==> config.mk <==
export PLATFORM = sky130hd
export DESIGN_NAME = gate_drive_enable_logic
export DESIGN_NICKNAME = d
export VERILOG_FILES = /design/src/verilog/gate_drive_pkg.sv /design/src/verilog/gate_drive_enable_logic.sv
export SDC_FILE = /design/constraint.sdc
export NUM_CORES = 1
export LEC_CHECK = 0
export BUFFER_PORTS_ARGS = -buffer_cell sky130_fd_sc_hd__clkbuf_2
export CORE_MARGIN = 1
export CORE_UTILIZATION = 46
export CTS_CLUSTER_DIAMETER = 150
export DETAILED_ROUTE_END_ITERATION = 7
export GPL_ROUTABILITY_DRIVEN = 0
export PLACE_DENSITY = 0.85
export SLEW_MARGIN = 10
export SYNTH_ARGS = -nofsm -noshare
export SYNTH_HDL_FRONTEND = slang
export SYNTH_SLANG_ARGS = --single-unit
==> constraint.sdc <==
create_clock -name CLOCK -period 1.52 [get_ports CLOCK]
set_input_delay 0 -clock CLOCK [delete_from_list [all_inputs] [get_ports CLOCK]]
set_output_delay 0 -clock CLOCK [all_outputs]
set_load 0.005 [all_outputs]
==> src/verilog/gate_drive_pkg.sv <==
// Package: constants for the gate drive enable logic
package gate_drive_pkg;
  // Channel counts
  localparam int NUM_LOW_CH  = 6;
  localparam int NUM_HIGH_CH = 5;
  // Driver setup register address and width
  localparam logic [9:0]  DRIVER_SETUP_ADDR  = 10'h1c5;
  localparam int          DRIVER_SETUP_WIDTH = 16;
  localparam logic [15:0] DRIVER_SETUP_RESET = 16'h0000;
  // Field positions in the driver setup register
  localparam int FLD_ENABLE_OVR   = 0;  // Enable override for low channels 3 and 6
  localparam int FLD_CLKLOSS_DIS  = 1;  // Disable clock-loss shutdown
  localparam int FLD_HIGH_AS_LOW  = 2;  // Base of per-channel high-as-low bits (5)
  // Low channels that may bypass the driver enable (zero based: 3 -> 2, 6 -> 5)
  localparam logic [5:0] OVR_CHANNEL_MASK = 6'h24;
endpackage
==> src/verilog/gate_drive_enable_logic.sv <==
// Gate command gating and safe-state logic for high and low pre-drivers
// Overview of operation
// - High gates off on reset or enable low
// - Never drive high gate on weak bootstrap
// - High channels usable as low; monitor off
// - Six independent low-side command channels
// - Low gates held off during reset
// - Enable negated forces low commands off
// - Override bit frees channels 3, 6
// - Either undervoltage forces low commands off
// - Missing clock turns off, can disable
// - Command high only when all conditions good
// - Output enable drives pin both ways
`timescale 1ns/1ns
module gate_drive_enable_logic
  import gate_drive_pkg::*;
#(
  parameter int LOW_CH  = NUM_LOW_CH,
  parameter int HIGH_CH = NUM_HIGH_CH
) (
  // Clock and reset
  input  wire logic               CLOCK,
  input  wire logic               NRST,
  // Safe-state inputs
  input  wire logic               POWER_ON_RESET_N,
  input  wire logic               DRIVER_ENABLE,
  input  wire logic               GATE_SUPPLY_UNDERVOLT,
  input  wire logic               LOGIC_SUPPLY_UNDERVOLT,
  input  wire logic               CLOCK_OK,
  input  wire logic               BOOTSTRAP_LOW,
  // Channel requests
  input  wire logic [LOW_CH-1:0]  LOW_REQUEST,
  input  wire logic [HIGH_CH-1:0] HIGH_REQUEST,
  // Register access
  input  wire logic [9:0]         REG_ADDR,
  input  wire logic               REG_WRITE,
  input  wire logic [15:0]        REG_WDATA,
  output logic      [15:0]        REG_RDATA,
  // Gate outputs
  output logic      [LOW_CH-1:0]  LOW_GATE_OUT,
  output logic      [LOW_CH-1:0]  LOW_GATE_OE,
  output logic      [HIGH_CH-1:0] HIGH_GATE_OUT,
  output logic      [HIGH_CH-1:0] HIGH_GATE_OE,
  output logic      [HIGH_CH-1:0] HIGH_VDS_MON_EN
);

  // Registered condition signals, setup register and derived commands
  logic                          drv_en;
  logic                          uv_any;
  logic                          clk_ok;
  logic                          boot_low;
  logic [LOW_CH-1:0]             low_req;
  logic [HIGH_CH-1:0]            high_req;
  logic [DRIVER_SETUP_WIDTH-1:0] driver_setup_reg;
  logic [DRIVER_SETUP_WIDTH-1:0] next_driver_setup_reg;
  logic [15:0]                   next_rdata;
  logic [LOW_CH-1:0]             low_cmd;
  logic [HIGH_CH-1:0]            high_cmd;
  logic [HIGH_CH-1:0]            high_as_low;
  logic                          clk_gate;
  // Next values of the sampled conditions
  logic                          next_drv_en;
  logic                          next_uv_any;
  logic                          next_clk_ok;
  logic                          next_boot_low;
  logic [LOW_CH-1:0]             next_low_req;
  logic [HIGH_CH-1:0]            next_high_req;
  // Next values of the registered pin outputs
  logic [LOW_CH-1:0]             next_low_gate_out;
  logic [LOW_CH-1:0]             next_low_gate_oe;
  logic [HIGH_CH-1:0]            next_high_gate_out;
  logic [HIGH_CH-1:0]            next_high_gate_oe;
  logic [HIGH_CH-1:0]            next_vds_mon_en;

  // Register write and readback
  always_comb begin
    next_driver_setup_reg = driver_setup_reg;
    if (REG_WRITE && REG_ADDR == DRIVER_SETUP_ADDR) begin
      next_driver_setup_reg = REG_WDATA;
    end
    next_rdata = 16'h0000;
    if (REG_ADDR == DRIVER_SETUP_ADDR) begin
      next_rdata = driver_setup_reg;
    end
  end

  always_ff @(posedge CLOCK) begin
    if (!NRST) begin
      driver_setup_reg <= DRIVER_SETUP_RESET;
      REG_RDATA        <= 16'h0000;
    end else begin
      driver_setup_reg <= next_driver_setup_reg;
      REG_RDATA        <= next_rdata;
    end
  end

  // Next sampled conditions; one register stage keeps gating glitch free
  always_comb begin
    next_drv_en   = DRIVER_ENABLE;
    next_uv_any   = GATE_SUPPLY_UNDERVOLT | LOGIC_SUPPLY_UNDERVOLT;
    next_clk_ok   = CLOCK_OK;
    next_boot_low = BOOTSTRAP_LOW;
    next_low_req  = LOW_REQUEST;
    next_high_req = HIGH_REQUEST;
  end

  // Reset picks the off side of every condition, so no gate starts on
  always_ff @(posedge CLOCK) begin
    if (!NRST) begin
      drv_en   <= 1'b0;
      uv_any   <= 1'b1;
      clk_ok   <= 1'b0;
      boot_low <= 1'b1;
      low_req  <= '0;
      high_req <= '0;
    end else begin
      drv_en   <= next_drv_en;
      uv_any   <= next_uv_any;
      clk_ok   <= next_clk_ok;
      boot_low <= next_boot_low;
      low_req  <= next_low_req;
      high_req <= next_high_req;
    end
  end

  // Clock-loss shutdown can be disabled by software
  assign clk_gate    = clk_ok | driver_setup_reg[FLD_CLKLOSS_DIS];
  assign high_as_low = driver_setup_reg[FLD_HIGH_AS_LOW +: HIGH_CH];

  // Per-channel low command; power-on reset gates it off, reaching the pins at the next clock edge
  genvar i;
  generate
    for (i = 0; i < LOW_CH; i++) begin : g_low
      logic en_ok;
      assign en_ok = drv_en | (OVR_CHANNEL_MASK[i] & driver_setup_reg[FLD_ENABLE_OVR]);
      assign low_cmd[i] = POWER_ON_RESET_N & en_ok & ~uv_any & clk_gate & low_req[i];
    end
    for (i = 0; i < HIGH_CH; i++) begin : g_high
      // In low-side use the undervoltage and clock-loss gating of a low channel also applies
      assign high_cmd[i] = POWER_ON_RESET_N & drv_en & ~boot_low & high_req[i]
                         & (~high_as_low[i] | (~uv_any & clk_gate));
    end
  endgenerate

  // Next pin values; pin driven outside power-on reset so a low command sinks to power ground
  always_comb begin
    next_low_gate_out  = low_cmd;
    next_low_gate_oe   = {LOW_CH{POWER_ON_RESET_N}};
    next_high_gate_out = high_cmd;
    next_high_gate_oe  = {HIGH_CH{POWER_ON_RESET_N}};
    next_vds_mon_en    = ~high_as_low;
  end

  // Output flops; costs one cycle but keeps the pins free of gating glitches
  always_ff @(posedge CLOCK) begin
    if (!NRST) begin
      LOW_GATE_OUT    <= '0;
      LOW_GATE_OE     <= '0;
      HIGH_GATE_OUT   <= '0;
      HIGH_GATE_OE    <= '0;
      HIGH_VDS_MON_EN <= '0;
    end else begin
      LOW_GATE_OUT    <= next_low_gate_out;
      LOW_GATE_OE     <= next_low_gate_oe;
      HIGH_GATE_OUT   <= next_high_gate_out;
      HIGH_GATE_OE    <= next_high_gate_oe;
      HIGH_VDS_MON_EN <= next_vds_mon_en;
    end
  end

  // Checks; outputs lag their conditions by one edge, hence the past values
  AST_LOW_OFF_NO_ENABLE: assert property (@(posedge CLOCK) disable iff (!NRST)
    !$past(drv_en) && !$past(driver_setup_reg[FLD_ENABLE_OVR])
    |-> LOW_GATE_OUT == '0)
    else $error("low gate on with enable low");

  AST_LOW_OFF_UV: assert property (@(posedge CLOCK) disable iff (!NRST)
    $past(uv_any)
    |-> LOW_GATE_OUT == '0)
    else $error("low gate on during undervoltage");

  AST_HIGH_OFF_ENABLE: assert property (@(posedge CLOCK) disable iff (!NRST)
    !$past(drv_en) || !$past(POWER_ON_RESET_N)
    |-> HIGH_GATE_OUT == '0)
    else $error("high gate on while disabled");

  AST_HIGH_BOOT: assert property (@(posedge CLOCK) disable iff (!NRST)
    $past(boot_low)
    |-> HIGH_GATE_OUT == '0)
    else $error("high gate on with weak bootstrap");

  AST_LOW_RESET: assert property (@(posedge CLOCK) disable iff (!NRST)
    !$past(POWER_ON_RESET_N)
    |-> LOW_GATE_OUT == '0 && LOW_GATE_OE == '0)
    else $error("low gate active during power-on reset");

  AST_CLK_LOSS: assert property (@(posedge CLOCK) disable iff (!NRST)
    !$past(clk_ok) && !$past(driver_setup_reg[FLD_CLKLOSS_DIS])
    |-> LOW_GATE_OUT == '0)
    else $error("low gate on with missing clock");

  AST_LOW_ON: assert property (@(posedge CLOCK) disable iff (!NRST)
    $past(drv_en) && !$past(uv_any) && $past(clk_ok) && $past(POWER_ON_RESET_N)
    |-> LOW_GATE_OUT == $past(low_req))
    else $error("low gate does not follow request");

  AST_OVR_CH: assert property (@(posedge CLOCK) disable iff (!NRST)
    !$past(drv_en) && $past(driver_setup_reg[FLD_ENABLE_OVR]) && !$past(uv_any)
    && $past(clk_ok) && $past(POWER_ON_RESET_N)
    |-> LOW_GATE_OUT == ($past(low_req) & OVR_CHANNEL_MASK))
    else $error("override channels wrong");

  // First edge after reset still shows the reset value, so skip it
  AST_VDS_MON: assert property (@(posedge CLOCK) disable iff (!NRST)
    $past(NRST)
    |-> HIGH_VDS_MON_EN == ~$past(high_as_low))
    else $error("monitor enabled in low-side use");

  // Channels outside the override pair never escape the enable
  AST_NON_OVR_CH: assert property (@(posedge CLOCK) disable iff (!NRST)
    !$past(drv_en)
    |-> (LOW_GATE_OUT & ~OVR_CHANNEL_MASK) == '0)
    else $error("non-override channel on with enable low");

  AST_LOW_OE_ON: assert property (@(posedge CLOCK) disable iff (!NRST)
    $past(NRST) && $past(POWER_ON_RESET_N)
    |-> LOW_GATE_OE == '1)
    else $error("low pin not driven out of reset");

  AST_HIGH_RESET: assert property (@(posedge CLOCK) disable iff (!NRST)
    !$past(POWER_ON_RESET_N)
    |-> HIGH_GATE_OUT == '0 && HIGH_GATE_OE == '0)
    else $error("high gate active during power-on reset");

  AST_LOW_REQ_OFF: assert property (@(posedge CLOCK) disable iff (!NRST)
    1'b1
    |-> (LOW_GATE_OUT & ~$past(low_req)) == '0)
    else $error("low gate on without request");

  AST_HIGH_ON: assert property (@(posedge CLOCK) disable iff (!NRST)
    $past(NRST) && $past(drv_en) && !$past(boot_low) && $past(POWER_ON_RESET_N)
    && $past(high_as_low) == '0
    |-> HIGH_GATE_OUT == $past(high_req))
    else $error("high gate does not follow request");

  // A high channel in low-side use obeys the low-side off conditions
  AST_HIGH_AS_LOW_UV: assert property (@(posedge CLOCK) disable iff (!NRST)
    $past(uv_any)
    |-> (HIGH_GATE_OUT & $past(high_as_low)) == '0)
    else $error("low-side use of high channel on during undervoltage");

  AST_HIGH_AS_LOW_CLK: assert property (@(posedge CLOCK) disable iff (!NRST)
    !$past(clk_gate)
    |-> (HIGH_GATE_OUT & $past(high_as_low)) == '0)
    else $error("low-side use of high channel on with missing clock");

  // Register write lands one edge later; unmapped reads give zero
  AST_SETUP_WRITE: assert property (@(posedge CLOCK) disable iff (!NRST)
    $past(NRST) && $past(REG_WRITE) && $past(REG_ADDR) == DRIVER_SETUP_ADDR
    |-> driver_setup_reg == $past(REG_WDATA))
    else $error("setup register write lost");

  AST_RDATA_UNMAPPED: assert property (@(posedge CLOCK) disable iff (!NRST)
    $past(NRST) && $past(REG_ADDR) != DRIVER_SETUP_ADDR
    |-> REG_RDATA == '0)
    else $error("unmapped address reads nonzero");

  // Per-channel independence of the low commands
  genvar j;
  generate
    for (j = 0; j < LOW_CH; j++) begin : g_chk_low
      AST_LOW_CH_IDLE: assert property (@(posedge CLOCK) disable iff (!NRST)
        !$past(low_req[j])
        |-> !LOW_GATE_OUT[j])
        else $error("low channel on without its own request");
    end
  endgenerate
endmodule

Word level (Yosys, flattened, before mapping)
Index checks and enable logic that the tools add are counted.

Register bits: 65. Input port bits: 46. Output and inout bits: 43. Word-level logic and storage cells: 56.

Eq/ne operators: 1. Bitwise logic cells: 40. Reductions and logical operators: 2.

Operators by type and width (number): $and A1 B1 Y1 (24); $eq A10 B9 Y1 const B (1); $or A1 B1 Y1 (8); $not A1 Y1 (7); $not A5 Y5 (1); $reduce_and A2 Y1 (1); $logic_and A1 B1 Y1 (1).

Depth between registers and ports, before layout
Depth in word-level cells: 5. Depth in mapped cells: 4. Depth with buffers taken out: 3.

Worst setup path after synthesis
No wires, ideal clock.

Kind: input to register. Start point: input port REG_ADDR[4]. End point: register driver_setup_reg[10]. Library setup time: 72 ps. Data arrival time: 1107 ps. Data required time: 1448 ps. Setup slack: 341 ps. Stages: 4. Buffers on the path: 1. Cells stage by stage: nand4bb_4 > nor4_4 > buf_6 > mux2i_1.

Word-level cells in the longest chain between the ends: 2.

Ends and longest elaborated chain: from (decl) (RTL line gate_drive_enable_logic.sv:35) `input wire logic [9:0] REG_ADDR,`; $eq A10 B9 Y1 (RTL line gate_drive_enable_logic.sv:78) `if (REG_WRITE && REG_ADDR == DRIVER_SETUP_ADDR) begin`; $logic_and A1 B1 Y1 (RTL line gate_drive_enable_logic.sv:78); to (signal assigned) (RTL line gate_drive_enable_logic.sv:92) `driver_setup_reg <= next_driver_setup_reg;`; to (decl) (RTL line gate_drive_enable_logic.sv:54) `logic [DRIVER_SETUP_WIDTH-1:0] driver_setup_reg;`.

Every way passes these cells. A chain may end at the register's enable or synchronous reset.

Worst setup path in the final report
Start point: input port GATE_SUPPLY_UNDERVOLT. End point: register uv_any.

Word-level cells in the longest chain between the ends: 1.

Ends and longest elaborated chain: from (decl) (RTL line gate_drive_enable_logic.sv:27) `input wire logic GATE_SUPPLY_UNDERVOLT,`; $or A1 B1 Y1 (RTL line gate_drive_enable_logic.sv:100) `next_uv_any = GATE_SUPPLY_UNDERVOLT | LOGIC_SUPPLY_UNDERVOLT;`; to (signal assigned) (RTL line gate_drive_enable_logic.sv:118) `uv_any <= next_uv_any;`; to (decl) (RTL line gate_drive_enable_logic.sv:49) `logic uv_any;`.

Every way passes these cells.

==> results.md <==
- CP arrival: 1320 ps
- First-pass GRT wire length: 6.76 mm
- Largest area contributor in the netlist: dfxtp_1
- Hold Path Cell Cnt: 3
- PortBufs: 88
- Pwr Total: around 3.4 mW
- WL met3: about 220 um
- Total CTS buffers: 9
- Layout net count: 361
- Tot GR Track Use: 0.187
- Worst-case reg-to-reg path depth: 4
- H-tree depth: 3
- Unrepaired setup endpoints after global routing: no
- Initial core utilization: 0.481
- Worst skew pair latency: 330 ps
- Die H: 69.7 um
- Seq/Total Area, Yosys: 0.607
- WL/cell: 11.4 um
- Initial antenna violation count: 0
- Mean post-synth cell area: 10.8 sq um
- Min-delay src: NRST
- Ys Warns: 0
- Met2 WL: about 2.2 mm
- 1st-pass router iterations: 4
- Metal-1 WL: between 1.5 and 2 mm
- Crit Path Class: in2reg
- Remaining global-route overflow: 0
- Fraction of layout cells with a size suffix above 1: 0.348
- Top Layer Used: met4
- Reg-to-reg startpoint: driver_setup_reg[1]$_SDFFE_PN0P_
- Ys flop type: dfxtp_1
- Post-Route WL: 4.23 mm
- Vias/cell: around 4.5
- DRT iter0 DRCs: 86
- Slew headroom: 0.799
- Setup Buffers After CTS: 0
- Min-Delay Endpoint: uv_any$_SDFF_PN1_
- Flops & latches, synth: 64
- I/O Pins: 89
- Clock root buffer: clkbuf_8
- Clock transition at path regs: 60 ps
- Setup TNS Final: 0 ps
- Worst Tran Pin Value: between 300 and 400 ps
- Final Max Tran Viols: 0
- Cts repair resizes: 0
- Number of global-route vias before repair: ~1600
- Worst VDD drop: 0.757 mV
- Worst endpoint required time: 1740 ps
- Top-count cell post-synth: dfxtp_1
- DP Worst Slack: 339 ps
- Die Wd: between 60 and 70 um
- Synthesized net count: 242
- Count of cell types in the netlist: 19
- Full die area: approximately 4900 sq um
- Total core area: 4380 sq um
- Drt drc: 0
- Period minus WS final: 1100 ps
- Post-route setup slack: 421 ps
- Register area: 1280 sq um
- HPWL after detailed placement: 2.54 mm
- Crit. End Element: flop
- Diodes inserted: 0
- Largest net degree at the start of global routing: 31
- Final setup violating endpoints: 0
- Hold Path Class: in2reg
- Post-synth top area share: 0.607
- Row count: 24
- TritonCTS Sinks: 64
- Multi-input gate area: 717 sq um
- Worst-case clock buffer depth: 2
- Worst R2R End: LOW_GATE_OUT[1]$_SDFF_PN0_
- Synth-to-Final Area Change: 45.8%
- Mapped Cells: 196
- Worst-path fanout max: 1
- Post-synth EDFFs: 0
- Antenna-violating nets left: 0
- Synthesized cell area: 2110 sq um
- Post-synth ARST share: 0
- Filler Cell Count: 319
- Outcome: finished, final reports clean
- Post-Route Skew: 3.66 ps
- CTS tree: built
- Vias: between 1500 and 2000
- FF-to-FF setup slack: 510 ps
- PwrDens: approximately 1100 nW/um^2
- Worst Setup Start Kind: input port
- Post-synth top cells: dfxtp_1 (64), nand2_1 (38), and2_1 (36), mux2i_1 (16), buf_4 (10)
- Synth area leaders: dfxtp_1 (61%), and2_1 (11%), mux2i_1 (7.6%)
- Max Fclk: just over 0.9 GHz
- Fin crit share: 0.723
- Leak Pwr: 1.43 nW
- Final Hold Viols: 0
- Maxcap violations: 0
==> stage by stage <==
stage / util / hold slack, ps / cell area [sq um] / std cells
final: 0.702 / 101 / 3080 / 371
after global routing: 0.702 / 131 / 3080 / 371
after CTS: 0.702 / 86.3 / 3080 / 371
after detailed placement: 0.580 / 183 / 2540 / 323
after global placement: 0.580 / 181 / 2540 / 323
after floorplan: - / 94.3 / 2110 / 196
==> worst max-delay path, cell delays in order <==
cell and delay, ps:
dlygate4sd3_1 540, clkbuf_2 100, nor2_1 70, dlygate4sd3_1 550
nand2_1 50
==> worst max-delay path by stage <==
| stage | start | endpoint | slack, ps | depth (start not counted) |
|---|---|---|---|---|
| final | GATE_SUPPLY_UNDERVOLT | uv_any$_SDFF_PN1_ | 420 | 5 |
| after global routing | GATE_SUPPLY_UNDERVOLT | uv_any$_SDFF_PN1_ | 350 | 5 |
| after CTS | GATE_SUPPLY_UNDERVOLT | uv_any$_SDFF_PN1_ | 460 | 5 |
| after detailed placement | REG_ADDR[4] | driver_setup_reg[9]$_SDFFE_PN0P_ | 340 | 5 |
| after global placement | REG_ADDR[4] | driver_setup_reg[6]$_SDFFE_PN0P_ | 410 | 5 |
| after floorplan | REG_ADDR[4] | driver_setup_reg[10]$_SDFFE_PN0P_ | 340 | 4 |
==> report_power, final <==
group          internal, mW  leakage (nW)  switching [mW]
combinational         0.139         0.800          0.0800
clock                 0.876         0.108           0.582
sequential             1.71         0.522         0.00975
==> kinds of logic after synthesis <==
kind of cell,synth area share
simple gates,0.257
flops,0.607
buf+inv,0.0533
mux,0.0759
compound gates,0.00712
==> layout by cell type, fill, tap and decap left out <==
| master | netlist | routed |
|---|---|---|
| and3_1 | 5 | 5 |
| clkinv_2 | 0 | 2 |
| dlygate4sd3_1 | 0 | 33 |
| nand3_1 | 1 | 1 |
| nand4bb_4 | 1 | 1 |
| clkbuf_8 | 0 | 12 |
| bufinv_16 | 0 | 1 |
| nand2b_1 | 2 | 2 |
| dfxtp_1 | 64 | 64 |
| clkbuf_2 | 0 | 88 |
| o211ai_1 | 1 | 1 |
| buf_4 | 10 | 5 |
| nor2b_1 | 5 | 5 |
| mux2i_1 | 16 | 16 |
| nand4b_1 | 2 | 2 |
| nor4_2 | 1 | 1 |
| nor4_4 | 1 | 1 |
| nor2_1 | 4 | 4 |
| nand2_1 | 38 | 38 |
| o21bai_1 | 1 | 1 |
| and2_1 | 36 | 36 |
==> area by class of cell <==
class,count,share of cell area
Tap cell,52,0.0211
Timing Repair Buffer,126,0.263
Clock buffer,12,0.0537
Clock inverter,3,0.0130
Sequential cell,64,0.416
Multi-Input combinational cell,114,0.233
==> routing by layer <==
layer  vias to the layer above  global-route usage
li1                        848                   -
met1                       745               0.181
met2                        66               0.331
met3                        12              0.0799
met4                         0               0.107
met5                         -                   0
==> repair_timing <==
action | 4_1_cts | 5_1_grt
setup endpoints to repair | 0 | 0
hold buffers | 33 | 0
hold endpoints to repair | 32 | 0
(Power assumes the default switching activity.)
